==> src/design/ssp_pkg.sv <==
package ssp_pkg;
    localparam int AW    = 7;
    localparam int DW    = 32;
    localparam int NFIX  = 16;
    localparam int NSEL  = 4;
    localparam int NBAND = 4;
    localparam int NDI   = 4;
    localparam int CWW   = 16;

    // byte offsets of the register map
    localparam logic [AW-1:0] OFF_CTRL = 7'h00;
    localparam logic [AW-1:0] OFF_MIN  = 7'h04;
    localparam logic [AW-1:0] OFF_STAT = 7'h08;
    localparam logic [AW-1:0] OFF_EFF  = 7'h0C;
    localparam logic [AW-1:0] OFF_OUT  = 7'h10;
    localparam logic [1:0]    PAGE_SKIP = 2'h1;

    // control register fields
    localparam int CTL_MODE_LSB   = 0;
    localparam int CTL_SEL_LSB    = 4;
    localparam int CTL_INV_LSB    = 12;
    localparam int CTL_NEG_LSB    = 14;
    localparam int CTL_POS_LSB    = 16;
    localparam int CTL_MAIN_BIT   = 20;
    localparam int CTL_MINSRC_BIT = 21;
    localparam logic [DW-1:0] CTRL_RST = 32'h0000_4001;

    localparam logic [1:0] MODE_BINARY = 2'h2;

    // two-bit signal source codes
    localparam logic [1:0] SRC_ZERO = 2'h0;
    localparam logic [1:0] SRC_ONE  = 2'h1;
    localparam logic [1:0] SRC_DI   = 2'h2;
    localparam logic [1:0] SRC_CW   = 2'h3;

    // which input or control word bit each source code 2/3 reaches
    localparam int SEL_CW_LSB = 4;
    localparam int INV_DI_IDX = 1;
    localparam int INV_CW_IDX = 11;
    localparam int NEG_DI_IDX = 3;
    localparam int NEG_CW_IDX = 12;
    localparam int POS_DI_IDX = 2;
    localparam int POS_CW_IDX = 13;
endpackage

==> src/design/ssp_setpoint.sv <==
// Added by the designer: the Avalon-MM slave port and the address map.
`timescale 1ns/100ps
// Contract
// - direct mode: output sum of fixed values 1..4 whose select bit is set
// - binary mode: four select bits index one of 16 stored values
// - mode field: 1 direct, 2 binary; resets to 1
// - all stored fixed values reset to zero speed
// - all four select sources reset to constant zero
// - read-only output shows effective fixed setpoint
// - status flag high while any fixed setpoint is selected; raised only by a set select bit, so low for value 0 in binary mode
// - main setpoint can be connected to the effective fixed setpoint
// - inversion signal high negates setpoint, low passes it
// - negative direction inhibited after reset; source zero enables it
// - positive inhibit at one blocks positive rotation
// - negative inhibit drivable by a binary input, high inhibits
// - four skip bands; speed never rests inside one (the minimum-speed lift is applied after the skip and can land inside a band)
// - band around zero acts as minimum running speed when on
// - speeds below minimum magnitude never a steady operating point
// - minimum speed resets to zero; dynamic source selectable
module ssp_setpoint #(
    parameter int SW = 16
) (
    input  wire logic                      CLK,
    input  wire logic                      RSTN,
    input  wire logic [ssp_pkg::AW-1:0]    AVS_ADDRESS,
    input  wire logic                      AVS_READ,
    input  wire logic                      AVS_WRITE,
    input  wire logic [ssp_pkg::DW-1:0]    AVS_WRITEDATA,
    input  wire logic [3:0]                AVS_BYTEENABLE,
    output logic      [ssp_pkg::DW-1:0]    AVS_READDATA,
    output logic                           AVS_WAITREQUEST,
    input  wire logic [ssp_pkg::NDI-1:0]   DIG_IN,
    input  wire logic [ssp_pkg::CWW-1:0]   CTRL_WORD,
    input  wire logic                      MOTOR_ON,
    input  wire logic signed [SW-1:0]      MIN_SPEED_DYN,
    output logic signed [SW-1:0]           FIXED_SPEED_EFF,
    output logic                           FIXED_ACTIVE,
    output logic signed [SW-1:0]           SETPOINT_OUT
);
    import ssp_pkg::*;

    localparam int XW = SW + 3;

    ////////////////////////////////////////////////////////////////////
    function automatic logic signed [XW-1:0] ext(
        input logic signed [SW-1:0] v);
        return XW'(v);
    endfunction

    // clip a wide result back into the speed range
    function automatic logic signed [SW-1:0] sat(
        input logic signed [XW-1:0] v);
        logic top;
        top = &v[XW-1:SW-1] | ~|v[XW-1:SW-1];
        if (top)
            return v[SW-1:0];
        return v[XW-1] ? {1'b1, {(SW-1){1'b0}}} : {1'b0, {(SW-1){1'b1}}};
    endfunction

    function automatic logic src_pick(input logic [1:0] s, input logic d,
                                      input logic c);
        case (s)
            SRC_ZERO: return 1'b0;
            SRC_ONE:  return 1'b1;
            SRC_DI:   return d;
            default:  return c;
        endcase
    endfunction

    function automatic logic [DW-1:0] be_merge(input logic [DW-1:0] o,
                                               input logic [DW-1:0] n,
                                               input logic [3:0]    be);
        logic [DW-1:0] r;
        r = o;
        for (int i = 0; i < 4; i++)
            if (be[i])
                r[i*8 +: 8] = n[i*8 +: 8];
        return r;
    endfunction

    ////////////////////////////////////////////////////////////////////
    logic [DW-1:0]         ctrl_r;
    logic signed [SW-1:0]  min_r;
    logic signed [SW-1:0]  fix_r [NFIX];
    logic signed [SW-1:0]  lo_r  [NBAND];
    logic signed [SW-1:0]  hi_r  [NBAND];
    logic [NDI-1:0]        di_m_r;
    logic [NDI-1:0]        di_r;
    logic                  ack_r;
    logic [DW-1:0]         rdata_r;
    logic signed [SW-1:0]  eff_r;
    logic                  act_r;
    logic signed [SW-1:0]  out_r;
    logic                  hold_r;
    logic [1:0]            band_r;
    logic signed [SW-1:0]  held_r;

    // pins pass two flops; only the second one is read
    always_ff @(posedge CLK or negedge RSTN) begin
        if (!RSTN) begin
            di_m_r <= '0;
            di_r   <= '0;
        end else begin
            di_m_r <= DIG_IN;
            di_r   <= di_m_r;
        end
    end

    ////////////////////////////////////////////////////////////////////
    // bus slave: one wait cycle, then the answer
    wire bus_req  = AVS_READ | AVS_WRITE;
    wire wr_fire  = AVS_WRITE & ack_r;
    wire a_ctrl   = AVS_ADDRESS == OFF_CTRL;
    wire a_min    = AVS_ADDRESS == OFF_MIN;
    wire a_stat   = AVS_ADDRESS == OFF_STAT;
    wire a_eff    = AVS_ADDRESS == OFF_EFF;
    wire a_out    = AVS_ADDRESS == OFF_OUT;
    wire a_fix    = AVS_ADDRESS[6];
    wire a_skip   = AVS_ADDRESS[6:5] == PAGE_SKIP;
    wire [3:0] fix_i  = AVS_ADDRESS[5:2];
    wire [1:0] band_i = AVS_ADDRESS[4:3];
    wire       hi_sel = AVS_ADDRESS[2];
    wire [DW-1:0] skip_rd = hi_sel ? DW'(hi_r[band_i]) : DW'(lo_r[band_i]);
    wire [DW-1:0] rd_val =
        a_ctrl ? ctrl_r :
        a_min  ? DW'(min_r) :
        a_stat ? {30'h0000_0000, hold_r, act_r} :
        a_eff  ? DW'(eff_r) :
        a_out  ? DW'(out_r) :
        a_fix  ? DW'(fix_r[fix_i]) :
        a_skip ? skip_rd : 32'h0000_0000;

    assign AVS_WAITREQUEST = bus_req & ~ack_r;
    assign AVS_READDATA    = rdata_r;

    always_ff @(posedge CLK or negedge RSTN) begin
        if (!RSTN) begin
            ack_r   <= 1'b0;
            rdata_r <= '0;
        end else begin
            ack_r <= bus_req & ~ack_r;
            if (AVS_READ & ~ack_r)
                rdata_r <= rd_val;
        end
    end

    always_ff @(posedge CLK or negedge RSTN) begin
        if (!RSTN) begin
            ctrl_r <= CTRL_RST;
            min_r  <= '0;
            for (int i = 0; i < NFIX; i++)
                fix_r[i] <= '0;
            for (int b = 0; b < NBAND; b++) begin
                lo_r[b] <= '0;
                hi_r[b] <= '0;
            end
        end else if (wr_fire) begin
            if (a_ctrl)
                ctrl_r <= be_merge(ctrl_r, AVS_WRITEDATA, AVS_BYTEENABLE);
            if (a_min)
                min_r <= SW'(be_merge(DW'(min_r), AVS_WRITEDATA,
                                      AVS_BYTEENABLE));
            if (a_fix)
                fix_r[fix_i] <= SW'(be_merge(DW'(fix_r[fix_i]),
                                             AVS_WRITEDATA, AVS_BYTEENABLE));
            if (a_skip && hi_sel)
                hi_r[band_i] <= SW'(be_merge(DW'(hi_r[band_i]),
                                             AVS_WRITEDATA, AVS_BYTEENABLE));
            if (a_skip && !hi_sel)
                lo_r[band_i] <= SW'(be_merge(DW'(lo_r[band_i]),
                                             AVS_WRITEDATA, AVS_BYTEENABLE));
        end
    end

    ////////////////////////////////////////////////////////////////////
    // signal sources
    logic [NSEL-1:0] sel;
    always_comb begin
        for (int k = 0; k < NSEL; k++)
            sel[k] = src_pick(ctrl_r[CTL_SEL_LSB+2*k +: 2], di_r[k],
                              CTRL_WORD[SEL_CW_LSB+k]);
    end
    wire inv_sig = src_pick(ctrl_r[CTL_INV_LSB +: 2], di_r[INV_DI_IDX],
                            CTRL_WORD[INV_CW_IDX]);
    wire neg_inh = src_pick(ctrl_r[CTL_NEG_LSB +: 2], di_r[NEG_DI_IDX],
                            CTRL_WORD[NEG_CW_IDX]);
    wire pos_inh = src_pick(ctrl_r[CTL_POS_LSB +: 2], di_r[POS_DI_IDX],
                            CTRL_WORD[POS_CW_IDX]);
    wire is_bin  = ctrl_r[CTL_MODE_LSB +: 2] == MODE_BINARY;

    ////////////////////////////////////////////////////////////////////
    // fixed setpoint selection
    logic signed [XW-1:0] dsum;
    always_comb begin
        dsum = '0;
        for (int k = 0; k < NSEL; k++)
            if (sel[k])
                dsum = dsum + ext(fix_r[k+1]);
    end
    wire signed [SW-1:0] dir_val = sat(dsum);
    wire signed [SW-1:0] bin_val = fix_r[sel];
    wire signed [SW-1:0] eff     = is_bin ? bin_val : dir_val;
    wire                 active  = |sel;

    ////////////////////////////////////////////////////////////////////
    // setpoint processing: source, invert, inhibit, skip, minimum
    wire signed [SW-1:0] main_v = ctrl_r[CTL_MAIN_BIT] ? eff : '0;
    wire signed [SW-1:0] inv_v  = inv_sig ? sat(-ext(main_v))
                                          : main_v;
    wire                 dem_neg = inv_v < 0;
    wire                 dem_pos = inv_v > 0;
    wire                 blocked = (dem_neg & neg_inh) | (dem_pos & pos_inh);
    // zero, not a mirrored speed, keeps a pump from running backwards
    wire signed [SW-1:0] dir_v  = blocked ? '0 : inv_v;

    logic       hit;
    logic [1:0] hit_b;
    always_comb begin
        hit   = 1'b0;
        hit_b = 2'h0;
        for (int b = NBAND - 1; b >= 0; b--)
            if (dir_v >= lo_r[b] && dir_v <= hi_r[b]) begin
                hit   = 1'b1;
                hit_b = 2'(b);
            end
    end
    wire signed [XW-1:0] d_lo = ext(dir_v) - ext(lo_r[hit_b]);
    wire signed [XW-1:0] d_hi = ext(hi_r[hit_b]) - ext(dir_v);
    wire signed [SW-1:0] lo_e   = lo_r[hit_b];
    wire signed [SW-1:0] hi_e   = hi_r[hit_b];
    wire                 lo_ok  = !(lo_e < 0 && neg_inh) &&
                                  !(lo_e > 0 && pos_inh);
    wire                 hi_ok  = !(hi_e < 0 && neg_inh) &&
                                  !(hi_e > 0 && pos_inh);
    // skip a forbidden edge, so a band round zero still lifts the motor
    wire                 pick_lo = lo_ok && (d_lo <= d_hi || !hi_ok);
    wire signed [SW-1:0] edge_v = pick_lo ? lo_e : hi_e;
    wire                 same_b = hold_r && band_r == hit_b;
    // a held edge stops chatter between both edges near the band middle
    wire signed [SW-1:0] skip_v = !hit ? dir_v :
                                  same_b ? held_r : edge_v;

    wire signed [SW-1:0] min_v  = ctrl_r[CTL_MINSRC_BIT] ? MIN_SPEED_DYN
                                                         : min_r;
    wire signed [XW-1:0] mag    = skip_v < 0 ? -ext(skip_v) : ext(skip_v);
    wire                 low    = mag < ext(min_v);
    wire                 go_neg = skip_v < 0 || (skip_v == 0 && pos_inh);
    wire signed [SW-1:0] lift_v = (neg_inh & pos_inh) ? '0 :
                                  go_neg ? sat(-ext(min_v)) : min_v;
    wire signed [SW-1:0] run_v  = low ? lift_v : skip_v;
    wire                 bad    = (run_v < 0 && neg_inh) ||
                                  (run_v > 0 && pos_inh);
    wire signed [SW-1:0] fin_v  = (!MOTOR_ON || bad) ? '0 : run_v;

    always_ff @(posedge CLK or negedge RSTN) begin
        if (!RSTN) begin
            eff_r  <= '0;
            act_r  <= 1'b0;
            out_r  <= '0;
            hold_r <= 1'b0;
            band_r <= 2'h0;
            held_r <= '0;
        end else begin
            eff_r  <= eff;
            act_r  <= active;
            out_r  <= fin_v;
            hold_r <= hit;
            band_r <= hit_b;
            held_r <= skip_v;
        end
    end

    assign FIXED_SPEED_EFF = eff_r;
    assign FIXED_ACTIVE    = act_r;
    assign SETPOINT_OUT    = out_r;
endmodule

==> config.mk <==
export PLATFORM = sky130hd
export DESIGN_NAME = ssp_setpoint
export DESIGN_NICKNAME = d
export VERILOG_FILES = /design/src/design/ssp_pkg.sv /design/src/design/ssp_setpoint.sv
export SDC_FILE = /design/constraint.sdc
export NUM_CORES = 2
export LEC_CHECK = 0
export BUFFER_PORTS_ARGS = -buffer_cell sky130_fd_sc_hd__buf_2
export CELL_PAD_IN_SITES_DETAIL_PLACEMENT = 1
export CELL_PAD_IN_SITES_GLOBAL_PLACEMENT = 1
export CORE_UTILIZATION = 45
export DETAILED_ROUTE_END_ITERATION = 16
export PLACE_DENSITY_LB_ADDON = 0.1
export SLEW_MARGIN = 20
export SYNTH_ARGS = -nofsm -noshare
export SYNTH_HDL_FRONTEND = slang
export SYNTH_SLANG_ARGS = --single-unit
export TNS_END_PERCENT = 100
==> constraint.sdc <==
create_clock -name CLK -period 19.4 [get_ports CLK]
set_input_delay 2.91 -clock CLK [delete_from_list [all_inputs] [get_ports CLK]]
set_output_delay 2.91 -clock CLK [all_outputs]
set_load 0.05 [all_outputs]
# Yosys cells after proc, flatten, opt, wreduce, memory -nomap -nowiden
# Cells that the tools add are included.
dict set report classes {
  n_addsub 8
  magnitude_cmp 25
  muxes 95
  reduce_logical 58
  bitwise 16
  eq_ne 21
}
# cell n
set ops {}
lappend ops {{two-way mux 16 bit} 35}
lappend ops {{bitwise mux 256 bit} 1}
lappend ops {{two-way mux 32 bit} 8}
lappend ops {{two-way mux 8 bit} 18}
lappend ops {{binary-select mux 16 bit (select 2 bit)} 4}
lappend ops {{binary-select mux 16 bit (select 4 bit)} 2}
lappend ops {{bitwise mux 64 bit} 2}
lappend ops {{two-way mux 19 bit} 5}
lappend ops {{< comparator 16 x 1 -> 1 bit, second input constant} 5}
lappend ops {{demux 16 bit (select 4 bit)} 1}
lappend ops {{>= comparator 16 bit} 4}
lappend ops {{greater-than comparator 16 x 1 -> 1 bit, second input constant} 4}
lappend ops {{<= comparator 16 bit} 4}
lappend ops {{adder 19 x 16 -> 19 bit} 3}
lappend ops {{negator 16 -> 19 bit} 3}
lappend ops {{subtractor 16 x 16 -> 17 bit} 2}
lappend ops {{demux 16 bit (select 2 bit)} 1}
lappend ops {{logical NOT 32 bit} 1}
lappend ops {{one-hot mux 1 bit (3 select lines)} 7}
lappend ops {{logical AND 1 bit} 19}
lappend ops {{< comparator 19 x 16 -> 1 bit} 1}
lappend ops {{AND reduction 3 bit} 6}
lappend ops {{<= comparator 17 bit} 1}
lappend ops {{equality test 2 x 1 -> 1 bit, second input constant} 8}
lappend ops {{23 further kinds} 78}
dict set report word_totals {
  output_inout_bits 66
  reg_bits 525
}

# Logic depth before layout (Yosys ltp)
dict set report logic_depth {
  word_depth 58
  ltp_mapped 120
  ltp_nobuf 110
}

# Worst setup path before layout
# No wires, ideal clock.
dict set report synth_timing {
  path_kind {in2reg}
  startpoint {input CTRL_WORD[4] (netlist name)}
  endpoint {register out_r[12], in the netlist SETPOINT_OUT[12]}
  required_time_ns 19.273
  setup_ns 0.127
  stages 110
  path_buffers 12
  slack_ns -4.377
  arrival_time_ns 23.650
  cell_sequence {nand3b_2 -> nand2_1 -> buf_2 -> buf_2 -> buf_2 -> buf_2 -> nor2_1 -> ha_1 -> clkbuf_1 -> nand3_1 -> nor3_1 -> nand2_1 -> o211ai_1 -> a21oi_1 -> xnor2_1 -> o21ai_0 -> ha_1 -> clkbuf_1 -> [74 not listed] -> xnor2_1 -> ha_1 -> a21o_1 -> a21oi_1 -> nor2b_1 -> o21ai_0 -> nand2b_1 -> a31oi_1 -> o31ai_1 -> or4_1 -> o21ai_0 -> a21oi_1 -> mux2i_2 -> a21o_1 -> inv_2 -> o31ai_4 -> buf_6 -> nor3_2}
}
dict set report synth_via {
  elab_chain_len 57
  word_cells_on_any_way 107
}
# element line_no
set synth_lines {}
lappend synth_lines {{start, declared} ssp_setpoint.sv:33} ;# input wire logic [ssp_pkg::CWW-1:0] CTRL_WORD,
lappend synth_lines {{one-hot mux 1 bit (3 select lines) *} ssp_setpoint.sv:62} ;# case (s)
lappend synth_lines {{two-way mux 19 bit} ssp_setpoint.sv:197} ;# if (sel[k])
lappend synth_lines {{adder 19 x 16 -> 19 bit} ssp_setpoint.sv:198} ;# dsum = dsum + ext(fix_r[k+1]);
lappend synth_lines {{two-way mux 19 bit} ssp_setpoint.sv:197}
lappend synth_lines {{adder 19 x 16 -> 19 bit} ssp_setpoint.sv:198}
lappend synth_lines {{two-way mux 19 bit} ssp_setpoint.sv:197}
lappend synth_lines {{adder 19 x 16 -> 19 bit} ssp_setpoint.sv:198}
lappend synth_lines {{two-way mux 19 bit} ssp_setpoint.sv:197}
lappend synth_lines {{[6 not listed]} n/a}
lappend synth_lines {{net eff[1]} ssp_setpoint.sv:202} ;# wire signed [SW-1:0] eff = is_bin ? bin_val : dir_val;
lappend synth_lines {{[18 not listed]} n/a}
lappend synth_lines {{net hit_b[0]} ssp_setpoint.sv:217} ;# logic [1:0] hit_b;
lappend synth_lines {{[14 not listed]} n/a}
lappend synth_lines {{net skip_v[1]} ssp_setpoint.sv:240} ;# wire signed [SW-1:0] skip_v = !hit ? dir_v :
lappend synth_lines {{branches (longest 5 deep; another with negator 16 -> 19 bit)} n/a}
lappend synth_lines {{two-way mux 16 bit *} ssp_setpoint.sv:250} ;# wire signed [SW-1:0] run_v = low ? lift_v : skip_v;
lappend synth_lines {{< comparator 16 x 1 -> 1 bit / greater-than comparator 16 x 1 -> 1 bit (equally long branches)} {ssp_setpoint.sv:251, ssp_setpoint.sv:252}}
lappend synth_lines {{logical AND 1 bit, on equally long branches} {ssp_setpoint.sv:251, ssp_setpoint.sv:252}}
lappend synth_lines {{logical OR 1 bit} ssp_setpoint.sv:251} ;# wire bad = (run_v < 0 && neg_inh) ||
lappend synth_lines {{logical OR 1 bit} ssp_setpoint.sv:253} ;# wire signed [SW-1:0] fin_v = (!MOTOR_ON || bad) ? '0 : run_v;
lappend synth_lines {{two-way mux 16 bit *} ssp_setpoint.sv:253}
lappend synth_lines {{net fin_v[12]} ssp_setpoint.sv:253}
lappend synth_lines {{end signal, assigned} ssp_setpoint.sv:266} ;# out_r <= fin_v;
lappend synth_lines {{end, declared} ssp_setpoint.sv:93} ;# logic signed [SW-1:0] out_r;
# Mark *: on every way through the listed nets, which the timed path passes. The select of a mux whose other input is x is not followed.
# A chain may end at the register's enable or synchronous reset.

# Worst setup path after layout
dict set report layout_timing {
  startpoint {input CTRL_WORD[4] (netlist name)}
  endpoint {register out_r[9], in the netlist SETPOINT_OUT[9]}
}
dict set report layout_via {
  elab_chain_len 57
  word_cells_on_any_way 107
}
# element line_no
set layout_lines {}
lappend layout_lines {{one-hot mux 1 bit (3 select lines) *} ssp_setpoint.sv:62}
lappend layout_lines {{two-way mux 19 bit} ssp_setpoint.sv:197}
lappend layout_lines {{adder 19 x 16 -> 19 bit} ssp_setpoint.sv:198}
lappend layout_lines {{two-way mux 19 bit} ssp_setpoint.sv:197}
lappend layout_lines {{adder 19 x 16 -> 19 bit} ssp_setpoint.sv:198}
lappend layout_lines {{two-way mux 19 bit} ssp_setpoint.sv:197}
lappend layout_lines {{adder 19 x 16 -> 19 bit} ssp_setpoint.sv:198}
lappend layout_lines {{two-way mux 19 bit} ssp_setpoint.sv:197}
lappend layout_lines {{[38 not listed]} n/a}
lappend layout_lines {{branches (longest 5 deep; another with negator 16 -> 19 bit)} n/a}
lappend layout_lines {{two-way mux 16 bit *} ssp_setpoint.sv:250}
lappend layout_lines {{< comparator 16 x 1 -> 1 bit / greater-than comparator 16 x 1 -> 1 bit (equally long branches)} {ssp_setpoint.sv:251, ssp_setpoint.sv:252}}
lappend layout_lines {{logical AND 1 bit, on equally long branches} {ssp_setpoint.sv:251, ssp_setpoint.sv:252}}
lappend layout_lines {{logical OR 1 bit} ssp_setpoint.sv:251}
lappend layout_lines {{logical OR 1 bit} ssp_setpoint.sv:253}
lappend layout_lines {{two-way mux 16 bit *} ssp_setpoint.sv:253}
lappend layout_lines {{net fin_v[9]} ssp_setpoint.sv:253}
# Marked as above.

==> flow_metrics.py <==
metrics = {
    "global_route": {
        "grtUsageTotal": 0.433,
        "antenna_found_initial": 12,
        "grt.overflow.total": 0,
        "grt_pass1_vias": 43100,
        "grt_start_max_net_pins": 166,
        "grt_pass1_wl_mm": 285,
    },
    "sta": {
        "rsz0062_at_grt": "yes",
        "period_minus_slack_ns": 22.25,
        "setup_viol": 16,
        "hold_viol": 0,
        "fin_ws_ns": -2.85,
        "max_freq_mhz": 44.9,
        "finalClockSkew_ns": 0.0636,
        "maxSlewHeadroom": 0.240,
        "tightest_slew_ns": 1.14,
        "post-route-period-util": 1.15,
        "finalMaxSlewViolations": 0,
    },
    "cells_and_area": {
        "syn2layout_area_growth_pct": 32.0,
        "layout_common_cells": "buf_4 (952), dfrtp_1 (523), a21oi_1 (503), nor2_1 (493), nand2_1 (317)",
        "drive_above_1_share": 0.338,
        "finalNonFillerCells": 6494,
        "fill_cells": 9815,
        "final_util": 0.603,
        "stdcell_area_um2": 51800,
        "fin_nets": 5630,
        "mostFrequentLayoutCell": "buf_4",
    },
    "worst_setup_path": {
        "ff2ff_path_depth": 107,
        "critPathSlowestCell": "or4b_4",
        "r2r_end": "SETPOINT_OUT[9]",
        "cp_max_fo": 8,
        "critical_path.endpoint_type": "register",
        "path_depth": 108,
        "required_ns": 20.03,
        "reg2reg_from": "ctrl_r[4]",
        "cp_common_cell": "a21o_1",
        "slowest_delay_ns": 0.56,
        "crit_buf_inv": 22,
        "critPathKind": "input pin to register",
        "cp_top_family": "compound AO/OA/AOI/OAI gates",
        "r2r_setup_slack_ns": -1.12,
        "critPathLaunch": "CTRL_WORD[4]",
        "critPathCapture": "SETPOINT_OUT[9]",
        "critPathLaunchType": "input pin",
        "worst-endpoint-arrival_ns": 22.89,
    },
    "synthesis": {
        "synth-simple-area-share": 0.153,
        "synth_top_family_by_area": "compound AO/OA/AOI/OAI gates",
        "avgSynthCellArea_um2": 8.96,
        "synthFlopType": "dfrtp_1",
        "synthAdderAreaFrac": 0.0816,
        "seq_area_frac_synth": 0.335,
        "synth.mux.area_fraction": 0.137,
        "synthXorXnorAreaFrac": 0.0173,
        "synth_compound_area_frac": 0.223,
        "synth_async_sr_flop_share": 1.00,
        "synth_edf_count": 0,
        "synthesis.instances": 4379,
        "syn_area_um2": 39200,
        "synth.distinct_cells": 112,
        "ys_warn_count": 0,
        "ys_ff_latch": 525,
    },
    "placed_design": {
        "dp_slack_ns": -4.02,
        "globalplace.congestion": 1.06,
        "port_buffers": 140,
        "dp.cells": 6248,
        "post-dp-hpwl_mm": 146,
        "placed_cell_area_um2": 47400,
    },
    "clock_tree": {
        "h-tree-depth": 2,
        "cts_buffers": 61,
        "cts.sinks": 525,
        "cts_hold_buf": 0,
        "clk_pin_slew_ns": 0.06,
        "clkLatencyLatePin_ns": 0.73,
        "cts_root_buf": "clkbuf_16",
        "cts_tree": "yes",
        "cts_buffer_depth": 3,
    },
    "run": {
        "drv_cap": 0,
    },
    "routing": {
        "dr.pass1.iters": 7,
        "via_count": 41900,
        "wl_per_cell_um": 30.2,
        "ant_nets": 0,
        "vias_per_cell": 6.45,
        "drt_iter0_markers": 3772,
        "wl_mm": 196,
        "route.detailed.drc": 0,
    },
    "die": {
        "die_x_um": 297,
        "core_area_um2": 85800,
        "ios": 150,
        "dieArea_um2": 88400,
        "die_h_um": 297,
        "start_util": 0.457,
        "rows": 107,
    },
    "hold_path": {
        "timing.hold.worst.start": "di_m_r[2]",
        "hold_depth": 0,
        "min_path_type": "register to register",
    },
    "outcome": {
        "violations": "setup timing",
        "outcome": "complete, but fails checks",
    },
    "pwr": {
        "p_per_area_nw_per_um2": 172,
        "power_w": 0.00893,
        "p_leak_nw": 24.0,
        "ir_drop_uv": 281,
    },
}
cells by family (layout without fill, tap and decap cells):
logic type | after synthesis | after routing
other cells | 1 | 9
fa+ha+maj | 253 | 253
flops | 525 | 525
mux | 333 | 333
simple gates | 1303 | 1303
xor+xnor | 76 | 76
compound gates | 1355 | 1356
buf+inv | 533 | 1495
area by class of cell:
cell class / count / area, um^2 / share of cell area
antenna: 6 / 15.0 / 0.000290
multi-input combinational: 3324 / 25600 / 0.495
timing repair inverter: 1 / 5.00 / 0.0000966
tap: 1144 / 1430 / 0.0276
clock inverter: 30 / 402 / 0.00776
inverter: 249 / 971 / 0.0187
sequential: 525 / 13100 / 0.254
clock buffer: 84 / 1740 / 0.0337
timing repair buffer: 1131 / 8470 / 0.164
metal layers:
layer,part of all wire,up-vias,GRT usage
met3,0.074,674,0.0885
met4,0.085,10,0.306
met1,0.37,21200,0.505
met5,0.00035,-,0
li1,-,18000,-
met2,0.47,2045,0.712
metrics by stage:
stage / hold WS [ns] / TNS [ns]
CTS: 0.361 / -34.27
global route: 0.364 / -63.31
global placement: 0.333 / -59.00
finish: 0.358 / -44.82
detailed placement: 0.347 / -71.94
floorplan: 0.331 / -35.52
power breakdown:
part           switching (W)  internal [W]  total, W
Sequential          0.000276       0.00132   0.00159
Combinational        0.00321       0.00288   0.00608
Clock               0.000538      0.000712   0.00125
flip-flops by register name, summed over array words and instances, names as in the netlist:
name,cells
fix_r,256
hi_r,64
lo_r,64
AVS_READDATA,32
ctrl_r,32
FIXED_SPEED_EFF,16
SETPOINT_OUT,16
held_r,16
min_r,16
di_m_r,4
di_r,4
band_r,2
FIXED_ACTIVE,1
ack_r,1
hold_r,1
cell usage after synthesis (12+ instances only):
cell | number | area, um^2
a21oi_1 | 534 | 2670
nor2_1 | 531 | 1990
dfrtp_1 | 523 | 13100
nand2_1 | 331 | 1240
ha_1 | 248 | 3100
inv_1 | 247 | 927
clkbuf_1 | 221 | 830
o21ai_0 | 208 | 1040
mux4_2 | 157 | 3540
mux2i_1 | 108 | 1080
nand3_1 | 106 | 531
a211oi_1 | 74 | 556
mux2_2 | 67 | 754
a21o_1 | 58 | 435
a22oi_1 | 51 | 383
a31oi_1 | 51 | 319
nor3_1 | 48 | 240
nand4_1 | 47 | 294
xnor2_1 | 44 | 385
and3_1 | 41 | 257
o211ai_1 | 38 | 285
nor2b_1 | 37 | 231
nand2b_1 | 35 | 219
o221ai_1 | 34 | 298
buf_1 | 33 | 124
o21a_1 | 31 | 233
xor2_1 | 31 | 272
nor4_1 | 25 | 156
a221oi_1 | 23 | 201
o22ai_1 | 23 | 144
and2_1 | 20 | 125
buf_2 | 19 | 95.1
o31ai_1 | 19 | 143
o311ai_0 | 14 | 123
a211o_1 | 13 | 114
o31a_1 | 13 | 114
a2111oi_0 | 12 | 105
or2_2 | 12 | 75.1
worst min-delay path by stage:
| stage | end |
|---|---|
| after floorplan | di_r[0] |
| after global placement | di_r[1] |
| after detailed placement | di_r[1] |
| after CTS | di_r[2] |
| after global routing | di_r[0] |
| final | di_r[2] |
what timing repair did:
item,CTS,global route
setup buffers,65,61
cloned,2,0
resized for setup,169,121
setup endpoints to repair,22,32
pin swaps,104,77
Power figures use the tool's default switching activity.
